**src/sps_pkg.sv**
```systemverilog
// Shared constants and types for the single-pin serial slave front end
package sps_pkg;
  // ----------------------------------------
  // Clock and bus timing
  // ----------------------------------------
  localparam int CLK_MHZ = 50;
  localparam int STBY_TIME_US = 600;
  localparam int STBY_CYC = STBY_TIME_US * CLK_MHZ;
  localparam int TE_MIN_US = 10;
  localparam int TE_MAX_US = 100;
  localparam int TE_MIN_CYC = TE_MIN_US * CLK_MHZ;
  localparam int TE_MAX_CYC = TE_MAX_US * CLK_MHZ;
  localparam logic [15:0] TE_RESET = 16'(TE_MAX_CYC);
  // ----------------------------------------
  // Counter widths and header measurement
  // ----------------------------------------
  localparam int PH_W = 18;
  localparam int HI_W = 16;
  localparam logic [2:0] HDR_LAST_EDGE = 3'h4;
  localparam logic [2:0] HDR_BITS_DONE = 3'h5;
  localparam logic [2:0] BIT_LAST = 3'h7;
  // ----------------------------------------
  // Data path
  // ----------------------------------------
  localparam int BYTE_W = 8;
  localparam int FIFO_DEPTH = 8;
  typedef struct packed {
    logic is_cmd;
    logic [BYTE_W-1:0] data;
  } sps_byte_t;
  // ----------------------------------------
  // States
  // ----------------------------------------
  typedef enum logic [2:0] {
    ST_IDLE = 3'b000,
    ST_STBY = 3'b001,
    ST_HLOW = 3'b010,
    ST_MEAS = 3'b011,
    ST_BITS = 3'b100,
    ST_MACK = 3'b101,
    ST_SACK = 3'b110
  } sps_state_t;
  typedef enum logic [1:0] {
    SG_HDR = 2'b00,
    SG_ADDR = 2'b01,
    SG_CMD = 2'b10,
    SG_DATA = 2'b11
  } sps_stage_t;
endpackage : sps_pkg

```
**src/sps_slave.sv**
```systemverilog
// Single-pin Manchester bus slave front end with its receive FIFO
//
// What this block does
// - Bit rate 10 to 100 kHz is set by master; slave follows it.
// - Master edges within 0.06 UI; slave output edges within 0.25 UI.
// - Line high for 600 us resets bus logic into standby.
// - In standby, first falling edge wakes the slave for a header.
// - Header timing sets the slave bit period for the command.
// - Every byte is followed by master ack bit then slave ack bit.
// - Master one continues; master zero ends and starts writes.
// - No write start when ended before any data byte arrived.
// - Slave ack is a one; not-ack omits the mid-bit edge.
// - Header is always answered with slave not-ack.
// - Not-ack on bad address, bad command, lost sync, early end.
// - First byte is address: family code high, device code low.
// - Command byte kept in an 8-bit register; bits Manchester coded.
// - Standby entered after clean finish or standby pulse.
// - Idle after bad address, bad command or missed edge.
// - Each master ack one (rising mid-bit edge) retunes the slave time base.
`timescale 1ns/1ps

// ----------------------------------------
// Receive FIFO
// ----------------------------------------
module sps_fifo #(
  parameter int W = 9,
  parameter int D = 8
) (
  // Clock and reset
  input wire logic clk_sys,
  input wire logic rstn,
  // Fill side
  input wire logic in_valid,
  input wire logic [W-1:0] in_data,
  output logic in_ready,
  // Drain side
  output logic out_valid,
  output logic [W-1:0] out_data,
  input wire logic out_ready
);
  localparam int AW = (D > 1) ? $clog2(D) : 1;
  localparam logic [AW-1:0] LAST = AW'(D - 1);
  logic [W-1:0] mem [D];
  logic [AW-1:0] wp;
  logic [AW-1:0] rp;
  logic [AW:0] cnt;
  logic wr;
  logic rd;

  assign in_ready = cnt != (AW + 1)'(D);
  assign out_valid = cnt != '0;
  assign out_data = mem[rp];
  assign wr = in_valid && in_ready;
  assign rd = out_valid && out_ready;

  always_ff @(posedge clk_sys)
  begin
    if (wr)
    begin
      mem[wp] <= in_data;
    end
  end

  always_ff @(posedge clk_sys)
  begin
    if (!rstn)
    begin
      wp <= '0;
      rp <= '0;
      cnt <= '0;
    end
    else
    begin
      if (wr)
      begin
        wp <= (wp == LAST) ? '0 : wp + 1'b1;
      end
      if (rd)
      begin
        rp <= (rp == LAST) ? '0 : rp + 1'b1;
      end
      if (wr && !rd)
      begin
        cnt <= cnt + 1'b1;
      end
      else if (rd && !wr)
      begin
        cnt <= cnt - 1'b1;
      end
    end
  end
endmodule : sps_fifo

// ----------------------------------------
// Slave front end
// ----------------------------------------
module sps_slave
  import sps_pkg::*;
#(
  parameter int STBY_CYCLES = STBY_CYC,
  // Identity codes, values arbitrary
  parameter logic [3:0] FAMILY_CODE = 4'h5,
  parameter logic [3:0] DEVICE_CODE = 4'h3
) (
  // Clock and reset
  input wire logic clk_sys,
  input wire logic rstn,
  // Shared serial pin
  input wire logic serial_clock_data_io_in,
  output logic serial_clock_data_io_out,
  output logic serial_clock_data_io_oe,
  // Received command and data bytes
  output logic rx_valid,
  output sps_byte_t rx_data,
  input wire logic rx_ready,
  // Command status
  input wire logic cmd_reject,
  output logic [BYTE_W-1:0] cmd_reg,
  output logic write_start,
  output logic cmd_done,
  output logic in_standby
);
  logic s1, s2, s3, lvl, lvl_d;
  logic rise, fall, edge_seen;
  logic [HI_W-1:0] hi_cnt;
  logic stby_hit;
  sps_state_t state, after;
  sps_stage_t stage;
  logic [PH_W-1:0] ph;
  logic [15:0] te;
  logic [PH_W-1:0] win_lo, win_hi, half, te_w;
  logic [2:0] ec, bitcnt;
  logic [BYTE_W-1:0] shreg;
  logic slave_ack, half2, push, fifo_ready;
  sps_byte_t push_data;
  logic [$bits(sps_byte_t)-1:0] fifo_out;
  logic mid_edge, master_ack;

  // ----------------------------------------
  // Pin synchroniser and edges
  // ----------------------------------------
  always_ff @(posedge clk_sys)
  begin
    if (!rstn)
    begin
      s1 <= 1'b0;
      s2 <= 1'b0;
      s3 <= 1'b0;
      lvl <= 1'b0;
      lvl_d <= 1'b0;
    end
    else
    begin
      s1 <= serial_clock_data_io_in;
      s2 <= s1;
      s3 <= s2;
      lvl_d <= lvl;
      if (s2 == s3)
      begin
        lvl <= s3;
      end
    end
  end

  assign rise = lvl && !lvl_d;
  assign fall = !lvl && lvl_d;
  assign edge_seen = rise || fall;

  // ----------------------------------------
  // Standby pulse detector
  // ----------------------------------------
  assign stby_hit = lvl && (hi_cnt == HI_W'(STBY_CYCLES - 1));

  always_ff @(posedge clk_sys)
  begin
    if (!rstn)
    begin
      hi_cnt <= '0;
    end
    else if (!lvl)
    begin
      hi_cnt <= '0;
    end
    else if (!stby_hit)
    begin
      hi_cnt <= hi_cnt + 1'b1;
    end
  end

  // ----------------------------------------
  // Bit timing window
  // ----------------------------------------
  assign te_w = PH_W'(te);
  assign win_lo = te_w - (te_w >> 2);
  assign win_hi = te_w + (te_w >> 2);
  assign half = te_w >> 1;
  assign mid_edge = edge_seen && (ph >= win_lo);
  assign master_ack = rise;

  // ----------------------------------------
  // Protocol sequencer
  // ----------------------------------------
  always_ff @(posedge clk_sys)
  begin
    if (!rstn)
    begin
      state <= ST_IDLE;
      after <= ST_IDLE;
      stage <= SG_HDR;
      ph <= '0;
      te <= TE_RESET;
      ec <= '0;
      bitcnt <= '0;
      shreg <= '0;
      slave_ack <= 1'b0;
      half2 <= 1'b0;
      cmd_reg <= '0;
      write_start <= 1'b0;
      cmd_done <= 1'b0;
      push <= 1'b0;
      push_data <= '0;
    end
    else
    begin
      write_start <= 1'b0;
      cmd_done <= 1'b0;
      push <= 1'b0;
      if (stby_hit)
      begin
        state <= ST_STBY;
      end
      else
      begin
        unique case (state)
          ST_IDLE:
          begin
            state <= ST_IDLE;
          end
          ST_STBY:
          begin
            if (fall)
            begin
              state <= ST_HLOW;
            end
          end
          ST_HLOW:
          begin
            if (rise)
            begin
              state <= ST_MEAS;
              stage <= SG_HDR;
              ec <= '0;
              ph <= '0;
            end
          end
          ST_MEAS:
          begin
            if (edge_seen)
            begin
              ec <= ec + 1'b1;
              ph <= (ec == '0) ? '0 : ph + 1'b1;
              if (ec == HDR_LAST_EDGE)
              begin
                te <= 16'((ph + 1'b1) >> 2);
                ph <= '0;
                bitcnt <= HDR_BITS_DONE;
                state <= ST_BITS;
              end
            end
            else if (ph == '1)
            begin
              state <= ST_IDLE;
            end
            else
            begin
              ph <= ph + 1'b1;
            end
          end
          ST_BITS, ST_MACK:
          begin
            if (mid_edge)
            begin
              ph <= '0;
              if (state == ST_BITS)
              begin
                shreg <= {shreg[BYTE_W-2:0], rise};
                bitcnt <= bitcnt + 1'b1;
                if (bitcnt == BIT_LAST)
                begin
                  state <= ST_MACK;
                end
              end
              else
              begin
                state <= ST_SACK;
                half2 <= 1'b0;
                if (master_ack)
                begin
                  te <= 16'((ph + 1'b1 + te_w + (te_w << 1)) >> 2);
                end
                unique case (stage)
                  SG_HDR:
                  begin
                    slave_ack <= 1'b0;
                    after <= master_ack ? ST_BITS : ST_IDLE;
                    stage <= SG_ADDR;
                  end
                  SG_ADDR:
                  begin
                    if (shreg != {FAMILY_CODE, DEVICE_CODE})
                    begin
                      slave_ack <= 1'b0;
                      after <= ST_IDLE;
                    end
                    else
                    begin
                      slave_ack <= 1'b1;
                      after <= master_ack ? ST_BITS : ST_STBY;
                      cmd_done <= !master_ack;
                      stage <= SG_CMD;
                    end
                  end
                  SG_CMD:
                  begin
                    cmd_reg <= shreg;
                    if (!master_ack || cmd_reject || !fifo_ready)
                    begin
                      slave_ack <= 1'b0;
                      after <= ST_IDLE;
                    end
                    else
                    begin
                      slave_ack <= 1'b1;
                      push <= 1'b1;
                      push_data <= '{is_cmd: 1'b1, data: shreg};
                      after <= ST_BITS;
                      stage <= SG_DATA;
                    end
                  end
                  SG_DATA:
                  begin
                    if (!fifo_ready)
                    begin
                      slave_ack <= 1'b0;
                      after <= ST_IDLE;
                    end
                    else
                    begin
                      slave_ack <= 1'b1;
                      push <= 1'b1;
                      push_data <= '{is_cmd: 1'b0, data: shreg};
                      after <= master_ack ? ST_BITS : ST_STBY;
                      write_start <= !master_ack;
                      cmd_done <= !master_ack;
                    end
                  end
                endcase
              end
            end
            else if (ph > win_hi)
            begin
              state <= ST_IDLE;
            end
            else
            begin
              ph <= ph + 1'b1;
            end
          end
          ST_SACK:
          begin
            ph <= ph + 1'b1;
            if (!half2 && ph == te_w - 1'b1)
            begin
              ph <= '0;
              half2 <= 1'b1;
            end
            else if (half2 && ph == half - 1'b1)
            begin
              half2 <= 1'b0;
              state <= after;
              bitcnt <= '0;
            end
          end
          default:
          begin
            state <= ST_IDLE;
          end
        endcase
      end
    end
  end

  // ----------------------------------------
  // Pin driver for the slave ack bit
  // ----------------------------------------
  always_ff @(posedge clk_sys)
  begin
    if (!rstn)
    begin
      serial_clock_data_io_oe <= 1'b0;
      serial_clock_data_io_out <= 1'b0;
    end
    else
    begin
      serial_clock_data_io_oe <= !stby_hit && state == ST_SACK && slave_ack
        && (half2 ? (ph < half - 1'b1) : (ph >= half));
      serial_clock_data_io_out <= half2;
    end
  end

  assign in_standby = state == ST_STBY;

  // ----------------------------------------
  // Receive buffer
  // ----------------------------------------
  sps_fifo #(
    .W($bits(sps_byte_t)),
    .D(FIFO_DEPTH)
  ) u_fifo (
    .clk_sys(clk_sys),
    .rstn(rstn),
    .in_valid(push),
    .in_data(push_data),
    .in_ready(fifo_ready),
    .out_valid(rx_valid),
    .out_data(fifo_out),
    .out_ready(rx_ready)
  );

  assign rx_data = sps_byte_t'(fifo_out);
endmodule : sps_slave

```
**config.mk**
```make
export PLATFORM = sky130hd
export DESIGN_NAME = sps_slave
export DESIGN_NICKNAME = d
export VERILOG_FILES = /design/src/sps_pkg.sv /design/src/sps_slave.sv
export SDC_FILE = /design/constraint.sdc
export NUM_CORES = 1
export LEC_CHECK = 0
export ABC_CLOCK_PERIOD_IN_PS = 8350
export BUFFER_PORTS_ARGS = -buffer_cell sky130_fd_sc_hd__buf_2
export CAP_MARGIN = 20
export CELL_PAD_IN_SITES_DETAIL_PLACEMENT = 2
export CELL_PAD_IN_SITES_GLOBAL_PLACEMENT = 2
export CORE_UTILIZATION = 45
export CTS_CLUSTER_DIAMETER = 50
export DETAILED_ROUTE_END_ITERATION = 10
export PLACE_DENSITY = 0.86
export SYNTH_ARGS = -nofsm -noshare
export SYNTH_HDL_FRONTEND = slang
export SYNTH_SLANG_ARGS = --single-unit
```
**constraint.sdc**
```tcl
create_clock -name clk_sys -period 8.35 [get_ports clk_sys]
set_clock_uncertainty 0.05 [all_clocks]
set_input_delay 1.2525 -clock clk_sys [delete_from_list [all_inputs] [get_ports clk_sys]]
set_output_delay 1.2525 -clock clk_sys [all_outputs]
set_load 0.02 [all_outputs]
```
==> summary.md <==
| Metric | Value |
|---|---|
| Max FFs per register | `72` |
| Fin crit period | `6.50 ns` |
| Max Transition Viols Final | `0` |
| Die W | `171 um` |
| ANT cells | `0` |
| WHS Endpoint | `s2$_SDFF_PN0_` |
| Crit-path cells | `inv_1 > ha_1 > nor2b_1 > o21ai_0 > a211o_1 > a31oi_1 > a21oi_1 > a21oi_1 > a21o_1 > a211oi_1 > xnor2_1 > ha_1 > nand2_1 > nor2_1 > nand3_1 > o2bb2ai_1 > o211ai_1 > a211oi_2 > nand4_1 > or2_2 > a21oi_1` |
| Max cap viols | `0` |
| HP Start | `s1$_SDFF_PN0_` |
| Synth top area share | `0.177` |
| Register area share after synthesis | `0.346` |
| DRT antenna net count | `0` |
| Postcts setup bufs | `0` |
| Clock-pin transition on the worst setup and hold timing paths | `0.09 ns` |
| Worst ir drop on vdd | `0.105 mV` |
| CTS tree | `built` |
| Vias in the first global route | `11.7k` |
| Clock sink count | `185` |
| FF-to-FF Start | `te[3]$_SDFFE_PN1P_` |
| Overall Power | `1.84 mW` |
| Reg with most FFs | `u_fifo.mem` |
| Global-route wire length before repair | `69300 um` |
| Largest stage delay, worst path | `0.69 ns` |
| H-tree levels | `4` |
| Final hold vios | `0` |
| Clock Latency Late Sink | `0.46 ns` |
| Critical Path Source | `te[3]$_SDFFE_PN1P_` |
| Post-synth EDFFs | `72` |
| Worst hold path type | `flop to flop` |
| Synth-to-layout area growth | `8.63%` |
| Via count | `10.6k` |
| Root Driver | `clkbuf_16` |
| R2R depth | `21` |
| Hold buffers post-CTS | `0` |
| Core ar. | `0.0279 mm^2` |
| Initial DRC count | `688` |
| Largest regs | `u_fifo.mem (72), ph (18)` |
| Rel. slew slack | `0.188` |
| PortBufs | `27` |
| Delay-heaviest family, CP | `compound AO/OA/AOI/OAI gates` |
| F_max | `154 MHz` |
| DP HPWL | `30500 um` |
| Synth cell count leaders | `153 x ha_1, 113 x dfxtp_1, 96 x nand2_1, 96 x nor2_1, 92 x inv_1` |
| Most used cell, CP | `a21oi_1` |
| Worst hold margin | `0.412 ns` |
| R2r endpoint | `push_data[8]$_SDFFE_PN0P_` |
| Initial core utilization | `0.459` |
| Setup TNS | `0 ns` |
| Largest net degree at the start of global routing | `50` |
| CTS Buf Count | `17` |
| # IOs | `28` |
| Mapped cell area | `0.0128 mm^2` |
| FILL cells | `2888` |
| Util after Layout | `0.499` |
| Primary FF master, synth | `dfxtp_1` |
| Overall routing resource usage | `0.316` |
| Crit Path Category | `flop to flop` |
| R2R Setup Slk | `1.85 ns` |
| Fin crit share | `0.779` |
| CP max-delay cell | `nand4_1` |
| Post-DR wirelength/cell | `26.2 um` |
| Cells after Synth | `1329` |
| Crit path max fanout | `10` |
| Final net count | `1509` |
| Synth warn | `0` |
| GPL Wtd Cong | `0.827` |
| Status | `completed` |
| Drt drc | `0` |
| Leading area contributor after synthesis | `dfxtp_1` |
| Total gr overflow | `0` |
| Share of layout cells above drive strength 1 | `0.0944` |
| Startpoint types | `flop` |
| Cts repair resizes | `0` |
| Worst Setup End Kind | `flop` |
| Setup Viol. Count Final | `0` |
| Syn Nets | `1506` |
| CP required | `8.67 ns` |
| FFs w/ async S/R, synth | `0` |
| Power Dens Cells | `132 mW/mm^2` |
| Number of synthesized register bits | `185` |
| Lkg Pwr | `5.52 nW` |
| Rows | `61` |
| CTS max path bufs | `2` |
| Routed WL | `45100 um` |
| Worst hold stages | `1` |
| Via density | `6.15` |
| Worst-Margin Slew | `1.21 ns` |
| DIE HEIGHT | `171 um` |
| Yosys cell types | `79` |
| Synth area leaders | `dfxtp_1 18%, edfxtp_1 17%, ha_1 15%, xnor2_1 5.1%, a21oi_1 3.4%` |
| Buf/Inv on CP | `1` |
| Initial antenna violation count | `1` |
| Setup repair after global routing missed its margin | `false` |
| Mean Syn Cell Area | `9.62 um^2` |
| Die ar. | `0.0291 mm^2` |
| Initial DRT Pass Iterations | `4` |
| Crit path arrival time | `6.83 ns` |
| Most frequent cell after synthesis | `ha_1` |
[final cells by class]
type / instances / area, um^2 / share of cell area
Timing Repair Buffer: 35 / 199 / 0.0143
Tap cell: 378 / 473 / 0.0340
Multi-Input combinational cell: 1001 / 7800 / 0.562
Sequential cell: 185 / 4420 / 0.318
Clock buffer: 17 / 425 / 0.0306
Clock inverter: 15 / 224 / 0.0161
Inverter: 92 / 345 / 0.0249
[where the power goes]
group / switching, mW / internal, mW / leakage, nW
clock network: 0.469 / 0.424 / 0.312
logic: 0.0117 / 0.00223 / 3.80
registers: 0.000237 / 0.930 / 1.41
total: 0.481 / 1.36 / 5.52
[cells in the final DEF, fill, tap and decap left out, types with 24 or more instances in the layout]
master and instances:
edfxtp_1 72, o21ai_0 49, xor2_1 34, xnor2_1 74, buf_2 27, a21oi_1 87, nor3_1 26, nor2_1 96
mux2i_1 24, dfxtp_1 113, a21o_1 25, ha_1 153, nand2_1 96, inv_1 91, nand3_1 44
[layer usage]
| metal | vias to the layer above | routed length, um | GRT usage |
|---|---|---|---|
| met5 | - | 13 | 0 |
| met4 | 2 | 1530 | 0.139 |
| met3 | 106 | 1810 | 0.0423 |
| met2 | 291 | 22700 | 0.555 |
| met1 | 5438 | 19000 | 0.386 |
| li1 | 4762 | - | - |
[logic make-up after synthesis]
kind of cell / synth area share
AOI/OAI and AO/OA: 0.135
xor gates and xnor gates: 0.0740
adders and majority gates: 0.179
buffers and inverters: 0.0463
DFF: 0.346
muxes: 0.0602
and+or+nand+nor: 0.159
[through the flow]
| step | area, um^2 | instances | setup slack (ns) |
|---|---|---|---|
| detailed placement | 13200 | 1689 | 2.19 |
| CTS | 13900 | 1721 | 1.85 |
| finish | 13900 | 1723 | 1.85 |
| floorplan | 12800 | 1329 | 3.70 |
| global placement | 13200 | 1689 | 2.59 |
| global route | 13900 | 1723 | 1.44 |
[worst max-delay path by stage]
stage | endpoint | slack, ns | cells past startpoint
after floorplan | bitcnt[0]$_SDFFE_PN0P_ | 3.70 | 23
after global placement | push_data[8]$_SDFFE_PN0P_ | 2.59 | 21
after detailed placement | push_data[8]$_SDFFE_PN0P_ | 2.19 | 21
after CTS | push_data[8]$_SDFFE_PN0P_ | 1.85 | 21
after global routing | push_data[8]$_SDFFE_PN0P_ | 1.44 | 21
final | push_data[8]$_SDFFE_PN0P_ | 1.85 | 21
Power figures use the tool's default switching activity.
